===== src/include/spd_pkg.sv =====
package spd_pkg;

    // register byte offsets
    localparam logic [7:0] SPD_CTRL_OFF   = 8'h00;
    localparam logic [7:0] SPD_PERIOD_OFF = 8'h04;
    localparam logic [7:0] SPD_STEPS_OFF  = 8'h08;
    localparam logic [7:0] SPD_STATUS_OFF = 8'h0C;
    localparam logic [7:0] SPD_POS_OFF    = 8'h10;

    // control fields and reset value
    localparam int          SPD_RUN_BIT   = 0;
    localparam int          SPD_DIR_BIT   = 1;
    localparam int          SPD_HALF_BIT  = 2;
    localparam int          SPD_AWAKE_BIT = 3;
    localparam int          SPD_CONT_BIT  = 4;
    localparam int          SPD_CTRL_W    = 5;
    localparam logic [4:0]  SPD_CTRL_RST  = 5'h00;
    localparam logic [31:0] SPD_STEPS_RST = 32'h0000_0000;
    localparam logic [31:0] SPD_POS_RST   = 32'h0000_0000;
    localparam logic [3:0]  SPD_PINS_RST  = 4'h0;

    // step timing: time in us, count derived from the clock rate
    localparam int SPD_CLK_MHZ      = 125;
    localparam int SPD_STEP_TIME_US = 1000;
    localparam int SPD_STEP_CYC     = SPD_STEP_TIME_US * SPD_CLK_MHZ;

    // pin patterns {ch1 phase, ch1 gate, ch2 phase, ch2 gate}
    localparam logic [3:0] SPD_FULL_CW  [0:3] = '{4'h0, 4'h8, 4'hA, 4'h2};
    localparam logic [3:0] SPD_FULL_CCW [0:3] = '{4'h2, 4'hA, 4'h8, 4'h0};
    localparam logic [3:0] SPD_HALF_CW  [0:7] =
        '{4'h1, 4'h0, 4'hC, 4'h8, 4'hB, 4'hA, 4'h6, 4'h2};
    localparam logic [3:0] SPD_HALF_CCW [0:7] =
        '{4'h3, 4'h2, 4'hE, 4'hA, 4'h9, 4'h8, 4'h4, 4'h0};

endpackage


===== src/logic/spd_ctrl.sv =====
// Local design decisions: the AHB-Lite register port and the placing of the registers.
`timescale 1ns/1ps
module spd_ctrl
#(
    parameter int STEP_PERIOD_CYC = spd_pkg::SPD_STEP_CYC
)
(
    // clock and reset
    input  wire logic        hclk,
    input  wire logic        hresetn,
    // ahb-lite slave
    input  wire logic        hsel,
    input  wire logic [31:0] haddr,
    input  wire logic [1:0]  htrans,
    input  wire logic        hwrite,
    input  wire logic [2:0]  hsize,
    input  wire logic [31:0] hwdata,
    input  wire logic        hready,
    output logic             hreadyout,
    output logic             hresp,
    output logic [31:0]      hrdata,
    // bridge driver pins
    output logic             ch1_direction_in,
    output logic             ch1_output_gate,
    output logic             ch2_direction_in,
    output logic             ch2_output_gate,
    output logic             standby_select
);

    // bus pipeline state
    logic        wr_q;
    logic [7:0]  ad_q;
    logic [31:0] rdata_q;

    // software registers
    logic [4:0]  ctrl_q;
    logic [31:0] period_q;
    logic [31:0] steps_q;
    logic [31:0] steps_d;
    logic [31:0] pos_q;
    logic [31:0] pos_d;

    // sequencer state
    logic [31:0] cnt_q;
    logic [31:0] cnt_d;
    logic [2:0]  idx_q;
    logic [2:0]  idx_nx;
    logic [3:0]  pins_q;
    logic [3:0]  pins_d;

    // address phase decode; whole-word accesses only, so hsize is not decoded
    wire        acc_w     = hsel & hready & htrans[1];
    wire [7:0]  a_w       = haddr[7:0];
    wire        wr_ctrl   = wr_q & (ad_q == spd_pkg::SPD_CTRL_OFF);
    wire        wr_period = wr_q & (ad_q == spd_pkg::SPD_PERIOD_OFF);
    wire        wr_steps  = wr_q & (ad_q == spd_pkg::SPD_STEPS_OFF);
    wire        wr_pos    = wr_q & (ad_q == spd_pkg::SPD_POS_OFF);

    // control fields
    wire        run_w   = ctrl_q[spd_pkg::SPD_RUN_BIT];
    wire        dir_w   = ctrl_q[spd_pkg::SPD_DIR_BIT];
    wire        half_w  = ctrl_q[spd_pkg::SPD_HALF_BIT];
    wire        awake_w = ctrl_q[spd_pkg::SPD_AWAKE_BIT];
    wire        cont_w  = ctrl_q[spd_pkg::SPD_CONT_BIT];

    // stepping is only allowed while the bridge is awake
    wire        busy_w  = run_w & awake_w & (cont_w | (steps_q != 32'h0000_0000));
    wire [31:0] per_m1  = (period_q == 32'h0000_0000) ? 32'h0000_0000
                                                      : period_q - 32'h0000_0001;
    wire        step_go = busy_w & (cnt_q == per_m1);

    // status word: pins, index, awake, busy
    wire [31:0] status_w = {20'h00000, pins_q, 1'b0, idx_q, 2'b00, awake_w, busy_w};

    // read mux, sampled in the address phase
    wire [31:0] rmux_w =
        (a_w == spd_pkg::SPD_CTRL_OFF)   ? {27'h0000000, ctrl_q} :
        (a_w == spd_pkg::SPD_PERIOD_OFF) ? period_q :
        (a_w == spd_pkg::SPD_STEPS_OFF)  ? steps_q :
        (a_w == spd_pkg::SPD_STATUS_OFF) ? status_w :
        (a_w == spd_pkg::SPD_POS_OFF)    ? pos_q :
                                           32'h0000_0000;

    // zero wait states, always okay
    assign hreadyout = 1'b1;
    assign hresp     = 1'b0;
    assign hrdata    = rdata_q;

    // address phase capture; unmapped reads return zero, writes drop
    always_ff @(posedge hclk or negedge hresetn)
    begin
        if (!hresetn)
        begin
            wr_q    <= 1'b0;
            ad_q    <= 8'h00;
            rdata_q <= 32'h0000_0000;
        end
        else
        begin
            wr_q <= acc_w & hwrite;
            if (acc_w)
            begin
                ad_q <= a_w;
            end
            if (acc_w & ~hwrite)
            begin
                rdata_q <= rmux_w;
            end
        end
    end

    // control and period registers written in the data phase
    always_ff @(posedge hclk or negedge hresetn)
    begin
        if (!hresetn)
        begin
            ctrl_q   <= spd_pkg::SPD_CTRL_RST;
            period_q <= 32'(STEP_PERIOD_CYC);
        end
        else
        begin
            if (wr_ctrl)
            begin
                ctrl_q <= hwdata[spd_pkg::SPD_CTRL_W-1:0];
            end
            if (wr_period)
            begin
                period_q <= hwdata;
            end
        end
    end

    // step timer restarts whenever stepping is halted
    assign cnt_d = !busy_w ? 32'h0000_0000 :
                   step_go ? 32'h0000_0000 : cnt_q + 32'h0000_0001;

    // a fresh count written by software wins over the step in flight
    assign steps_d = wr_steps                       ? hwdata :
                     (step_go & ~cont_w)            ? steps_q - 32'h0000_0001 :
                                                      steps_q;

    // position: up clockwise, down counterclockwise
    assign pos_d = wr_pos             ? hwdata :
                   (step_go & dir_w)  ? pos_q - 32'h0000_0001 :
                   step_go            ? pos_q + 32'h0000_0001 :
                                        pos_q;

    // wrap after the last step of the selected table
    assign idx_nx = half_w ? idx_q + 3'd1 : {1'b0, idx_q[1:0] + 2'd1};

    // each direction has its own table; full mode keeps both gates at 0
    assign pins_d = !step_go       ? pins_q :
                    (half_w &  dir_w) ? spd_pkg::SPD_HALF_CCW[idx_nx] :
                    (half_w & ~dir_w) ? spd_pkg::SPD_HALF_CW[idx_nx] :
                    dir_w             ? spd_pkg::SPD_FULL_CCW[idx_nx[1:0]] :
                                        spd_pkg::SPD_FULL_CW[idx_nx[1:0]];

    // sequencer registers
    always_ff @(posedge hclk or negedge hresetn)
    begin
        if (!hresetn)
        begin
            cnt_q   <= 32'h0000_0000;
            steps_q <= spd_pkg::SPD_STEPS_RST;
            pos_q   <= spd_pkg::SPD_POS_RST;
            idx_q   <= 3'd0;
            pins_q  <= spd_pkg::SPD_PINS_RST;
        end
        else
        begin
            cnt_q   <= cnt_d;
            steps_q <= steps_d;
            pos_q   <= pos_d;
            pins_q  <= pins_d;
            if (step_go)
            begin
                idx_q <= idx_nx;
            end
        end
    end

    // standby follows the awake bit; pins keep their last pattern meanwhile
    logic stby_q;
    always_ff @(posedge hclk or negedge hresetn)
    begin
        if (!hresetn)
        begin
            stby_q <= 1'b0;
        end
        else
        begin
            stby_q <= awake_w;
        end
    end

    // pin drive; gate at 1 turns the channel off on the bridge side
    assign ch1_direction_in = pins_q[3];
    assign ch1_output_gate  = pins_q[2];
    assign ch2_direction_in = pins_q[1];
    assign ch2_output_gate  = pins_q[0];
    assign standby_select   = stby_q;
endmodule


===== config.mk =====
export PLATFORM = sky130hd
export DESIGN_NAME = spd_ctrl
export DESIGN_NICKNAME = d
export VERILOG_FILES = /design/src/include/spd_pkg.sv /design/src/logic/spd_ctrl.sv
export SDC_FILE = /design/constraint.sdc
export NUM_CORES = 1
export LEC_CHECK = 0
export BUFFER_PORTS_ARGS = -buffer_cell sky130_fd_sc_hd__buf_2
export CAP_MARGIN = 20
export CORE_UTILIZATION = 55
export CTS_BUF_LIST = sky130_fd_sc_hd__clkbuf_8
export DETAILED_ROUTE_END_ITERATION = 6
export PLACE_DENSITY = 0.78
export SYNTH_ARGS = -nofsm -noshare
export SYNTH_HDL_FRONTEND = slang
export SYNTH_SLANG_ARGS = --single-unit

===== constraint.sdc =====
create_clock -name hclk -period 6.72 [get_ports hclk]
set_input_delay 1.008 -clock hclk [delete_from_list [all_inputs] [get_ports hclk]]
set_output_delay 1.008 -clock hclk [all_outputs]
set_load 0.01 [all_outputs]

==> flow_summary.toml, run 1 <==
[clock_network]
ctsRootBufferMaster = "clkbuf_8"
clk-insertion-delay-late_ps = 500
cts_buffers = 17
cts_hold_buf = 0
clockBufferDepth = 2
cts_max_level = 4
clock-sinks = 182
cts_tree = "done"
path_clk_slew_ps = 120

[finish]
syn_to_final_growth_pct = 10.80
final_area_sq_um = 13680
fin_util = 0.6249
drive_gt1_frac = 0.1753
fillCellCount = 1843
nNetsFinal = 1610

[die]
die_y_um = 151.8
ioPinCount = 113
die_area_sq_um = 23050
num_rows = 54
coreArea_sq_um = 21890
initial_core_util = 0.5640
die_x_um = 151.8

[routing]
postRouteAntennaNets = 0
first_pass_iters = 7
via_count = 11680
drc = 1
wl_um = 37010
viasPerCell = 6.514
drt-initial-drc-count = 1324
wire_per_inst_um = 20.64

[global_route]
grt_first_pass_wirelength_um = 59200
grt_max_degree = 82
grt.total_usage = 0.3209
grt_pass1_vias = 10950
overflow = 0
antenna_found_initial = 1

[sta]
slew_violations = 0
setup_viol = 0
fin_setup_tns_ps = 0
worstMarginPinSlew_ps = 1073
fin_skew_ps = 32.48
fin_crit_sh = 0.9397
period_needed_ps = 6315
hold_violations = 0
rsz0062_at_grt = "false"
relSlewSlack = 0.2849
fmax_ghz = 0.1584

[pwr]
total_power_w = 0.002306
ir_worst_vdd_uv = 100.8
p_per_area_nw_per_um2 = 168.6
leakagePower_nw = 5.755

[setup_path]
start_kind = "flop"
r2r_setup_slack_ps = 410
cp_top_family = "simple AND/OR/NAND/NOR gates"
critical_path_class = "reg2reg"
cp_common_cell = "buf_4"
critical_path.max_stage_delay_ps = 540
cp_data_required_time_ps = 7080
worstSetupEndpointType = "flop"
ff2ff_path_depth = 25
cp_slowest_cell = "or4_4"
crit_buf_inv = 5
rr_startpoint = "period_q[28]$_DFFE_PN0P_"
path_max_fanout = 9
crit_start = "period_q[28]$_DFFE_PN0P_"
cp.arrival_ps = 6680
timing.rr.end = "pos_q[31]$_DFFE_PN0P_"

[min_path]
holdPathStages = 2
hp-start = "hrdata[30]$_DFFE_PN0P_"
hold_path_end = "hrdata[30]$_DFFE_PN0P_"
min_path_type = "reg2reg"

[synthesis]
synth_top_cell_by_area = "dfrtp_1"
synthArstFlopShare = 1.000
syn-cell-area_sq_um = 12350
syn-num-nets = 1533
seq_area_frac_synth = 0.3696
yosys.area.top_type_share = 0.3547
ys_warn_count = 0
syn_avg_cell_area_sq_um = 8.682
ys_top_cells_by_area = "dfrtp_1, nand2_1, mux2_2"
syn_inst = 1422
ys_types = 74
synth_edf_count = 0
synth_flop_cell = "dfrtp_1"
ys_seq_elements = 182

[place]
placed_area_sq_um = 13250
io_buffers = 82
gp_congestion = 0.9820
dp_hpwl_um = 27280

[outcome]
violations = "DRC"
run_status = "complete, but fails checks"

[run]
max_cap_violations = 0
-- logic make-up after synthesis --
kind of cell	synth area share
AO/OA/AOI/OAI	0.1904
XOR/XNOR	0.05746
adder cells (fa/ha/maj)	0.03811
buffers and inverters	0.04236
flip-flops	0.3696
multiplexers	0.07074
other	0.0006083
AND/OR/NAND/NOR	0.2307
-- synthesized netlist by cell type (6+ instances only) --
cell type and number:
a21oi_1 60, a21o_1 16, or2_2 8, ha_1 36
dfstp_2 7, nor2b_1 8, o2111ai_1 6, a211o_1 16
nand4_1 31, a22oi_1 7, or4_1 19, clkbuf_1 62
inv_1 41, xnor2_1 51, and3_1 18, nor2_1 118
o211ai_1 17, o31ai_1 14, a22o_1 6, o21a_1 7
nand3_1 52, nor3_1 36, and2_1 10, or3_1 21
dfrtp_1 175, a222oi_1 22, nand2b_1 12, xor2_1 30
a31oi_1 13, mux2i_1 31, nor4_1 22, a211oi_1 11
o21ai_1 13, mux2_2 50, buf_2 13, o21ai_0 94
nand2_1 173
-- what timing repair did --
| action | CTS | global route |
|---|---|---|
| buffers inserted | 0 | 2 |
| setup endpoints to repair | 0 | 7 |
| gates resized for setup | 0 | 8 |
-- state kept, by name, summed over array words and instances, names as in the netlist --
signal,flops
idx_q,3
wr_q,1
period_q,32
pins_q,4
steps_q,32
ad_q,8
cnt_q,32
hrdata,32
ctrl_q,5
pos_q,32
standby_select,1
-- layout by cell type, fill, tap and decap left out, types with 35 or more instances in the layout --
cell type / instances
nor2_1: 118
buf_2: 81
dfrtp_1: 175
a21oi_1: 60
ha_1: 35
xnor2_1: 51
buf_4: 57
nand3_1: 52
nand2_1: 173
inv_1: 43
mux2_2: 50
o21ai_0: 94
-- how the worst max path moves through the flow --
stage	to	slack [ps]	cells past startpoint
6_report	pos_q[31]$_DFFE_PN0P_	410	25
5_1_grt	pos_q[31]$_DFFE_PN0P_	20	25
4_1_cts	pos_q[31]$_DFFE_PN0P_	240	27
3_5_place_dp	pos_q[31]$_DFFE_PN0P_	290	27
3_3_place_gp	pos_q[31]$_DFFE_PN0P_	340	27
2_1_floorplan	pos_q[31]$_DFFE_PN0P_	50	22
-- cell type report --
type | count | area, sq um | area share
clock inverter | 15 | 125.1 | 0.009147
multi-input combinational | 1114 | 7323 | 0.5354
sequential | 182 | 4563 | 0.3336
inverter | 41 | 153.9 | 0.01125
clock buffer | 17 | 234.0 | 0.01710
timing repair buffer | 143 | 927.1 | 0.06778
tap | 280 | 350.3 | 0.02561
antenna | 1 | 2.502 | 0.0001829
-- per-stage QoR --
stage	worst slack [ps]	instances	hold WS (ps)
finish	405.5	1793	480.6
global route	15.80	1792	514.7
CTS	242.6	1789	487.5
detailed placement	285.5	1757	464.8
global placement	341.9	1757	458.2
floorplan	46.15	1422	408.8
-- power breakdown --
part / internal, W / switching (W)
clock: 0.000265 / 0.000452
sequential: 0.00114 / 0.0000681
combinational: 0.000155 / 0.000222
total: 0.00156 / 0.000742
-- layer usage --
layer	routed length [um]	global-route usage
met5	0	0
met3	3107	0.05676
met4	1161	0.1081
met2	17180	0.5117
met1	15560	0.4411
-- worst reg2reg max path, stage by stage (launching register included) --
cell	delay (ps)
dfrtp_1	460
or4_4	540
or3b_1	410
buf_4	180
or3_1	490
nor3_1	200
a21oi_1	80
a32oi_1	210
nand4_1	230
nor4b_2	320
buf_4	190
and2_2	220
buf_12	150
ha_1	170
and3_1	210
nand4_1	140
a211o_1	290
a2111oi_1	400
buf_4	200
o211ai_1	120
a211oi_1	230
a311oi_1	90
buf_4	180
nor4_1	220
xnor2_1	150
o21ai_0	80
No activity file was read; power rests on OpenSTA's default activity.
==> inputs of run 2 (changes only) <==
- CORE_UTILIZATION: 55 -> 56
- PLACE_DENSITY: 0.78 -> 0.79
==> flow_summary.toml, run 2 (synthesized netlist as in run 1, its figures left out) <==
[pwr]
p_per_area_nw_per_um2 = 170.7
clkPwrFrac = 0.317
leakagePower_nw = 5.817
p_sw_frac = 0.3126
combPwrFrac = 0.166
power.switching_w = 0.0007330
ir_worst_vdd_uv = 101.5
power_frac_seq = 0.517
p_int_w = 0.001612

[setup_path]
path_max_fanout = 11
cp_top_family = "simple AND/OR/NAND/NOR gates"
cp_slowest_cell = "or4_1"
cp.depth = 25
cp.arrival_ps = 6760
critical_path.max_stage_delay_ps = 570
cp_data_required_time_ps = 7080
rr_startpoint = "period_q[2]$_DFFE_PN0P_"
start_kind = "flop"
crit_start = "period_q[2]$_DFFE_PN0P_"
worstSetupEndpointType = "flop"
crit_buf_inv = 6
critical_path_class = "reg2reg"
cp_common_cell = "buf_4"
ff2ff_path_depth = 25

[clock_network]
cts_buffers = 17
cts_tree = "done"
cts_hold_buf = 0
path_clk_slew_ps = 110
clk-insertion-delay-late_ps = 490
ctsRootBufferMaster = "clkbuf_8"
cts_max_level = 4
clock-sinks = 182
clockBufferDepth = 2

[sta]
hold_violations = 0
rsz0062_at_grt = "false"
period_needed_ps = 6401
fin_crit_sh = 0.9526
fmax_ghz = 0.1562
worstMarginPinSlew_ps = 1082
slew_violations = 0
fin_setup_tns_ps = 0
relSlewSlack = 0.2786
setup_viol = 0
fin_skew_ps = 17.50
timing.final.ws_setup_ps = 318.6

[die]
die_y_um = 150.5
ioPinCount = 113
coreArea_sq_um = 21290
initial_core_util = 0.5800
die_x_um = 150.5
num_rows = 53
die_area_sq_um = 22640

[finish]
finalNonFillerCells = 1795
final_common_cell = "dfrtp_1"
fillCellCount = 1766
fin_util = 0.6453
syn_to_final_growth_pct = 11.27
drive_gt1_frac = 0.1776
antenna_cells = 0
mostFrequentLayoutCells = "dfrtp_1, nand2_1, nor2_1, o21ai_0, buf_2"
nNetsFinal = 1618

[global_route]
grt_first_pass_wirelength_um = 59810
antenna_found_initial = 0
grt_max_degree = 78
overflow = 0
grt_pass1_vias = 11040
grt.total_usage = 0.3440

[place]
gp_congestion = 0.9726
pre_cts_ws_ps = 33.69
dp_hpwl_um = 27840
io_buffers = 82
dp.cells = 1759

[routing]
drc = 5
viasPerCell = 6.533
wire_per_inst_um = 21.05
postRouteAntennaNets = 0
drt-initial-drc-count = 1377
first_pass_iters = 7
via_count = 11730
wl_um = 37780

[outcome]
run_status = "complete, but fails checks"
violations = "DRC"

[min_path]
min_path_type = "in2async"

[run]
max_cap_violations = 0
run 2: cell types whose count changed in the layout (fill, tap and decap cells not counted), moves of 2 or more:
cell and delta:
clkinvlp_4 -2, clkinv_2 +3, buf_4 +9, buf_12 -2
inv_6 -2
run 2: final timing paths:
| path | to | slack [ps] |
|---|---|---|
| min | ad_q[1]$_DFFE_PN0P_ | 430 |
| max in group asynchronous | steps_q[24]$_DFFE_PN0P_ | 5210 |
| max reg2reg | pos_q[31]$_DFFE_PN0P_ | 320 |
| min in group hclk | hrdata[10]$_DFFE_PN0P_ | 480 |
| min reg2reg | hrdata[10]$_DFFE_PN0P_ | 480 |
| max | pos_q[31]$_DFFE_PN0P_ | 320 |
run 2: area by class of cell:
cell class,count,area (sq um),area share
clock buffers,18,247.7,0.01803
clock inverters,14,126.4,0.009199
inverters,41,153.9,0.01120
multi-input cells,1114,7320,0.5328
flip-flops and latches,182,4563,0.3322
well taps,275,344.1,0.02505
repair buffers,151,982.2,0.07150
run 2: worst register-to-register path: stages (launching register included):
cell	delay, ps
dfrtp_1	530
or3_1	510
nor4_1	330
buf_4	190
nand2_1	100
xnor2_1	180
a2111o_1	410
or4_1	570
nor2_1	130
nor4b_4	270
and2_1	220
buf_12	140
buf_4	130
ha_1	210
a2111oi_0	140
buf_4	160
a211o_1	310
a2111oi_1	430
buf_4	210
o211ai_1	140
and2_1	180
a311oi_1	340
buf_4	180
nor4_1	50
xnor2_1	150
o21ai_0	90
run 2: power groups by stage:
stage	combinational (W)	clock, W	sequential [W]
after floorplan	0.000241	0	0.00120
after global placement	0.000366	0	0.00123
after detailed placement	0.000374	0	0.00123
after CTS	0.000376	0.000751	0.00121
after global routing	0.000427	0.000796	0.00122
final	0.000389	0.000744	0.00121
run 2: per-layer routing:
metal / part of all wire / GRT usage / vias up
met1: 0.42 / 0.4742 / 5671
li1: - / - / 5419
met4: 0.030 / 0.1167 / 0
met2: 0.47 / 0.5486 / 544
met3: 0.081 / 0.05424 / 93
met5: 0 / 0 / -
run 2: what timing repair did:
| action | 4_1_cts | 5_1_grt |
|---|---|---|
| buffers inserted | 0 | 2 |
| gates resized for setup | 0 | 6 |
| setup endpoints to repair | 0 | 15 |
| hold endpoints to repair | 0 | 0 |
run 2: stage by stage:
step | hold WS [ps] | power [W] | cell area [sq um]
after floorplan | 408.8 | 0.001443 | 12350
after global placement | 458.5 | 0.001594 | 13270
after detailed placement | 465.2 | 0.001604 | 13270
after CTS | 450.0 | 0.002335 | 13650
after global routing | 436.7 | 0.002440 | 13740
final | 431.1 | 0.002345 | 13740
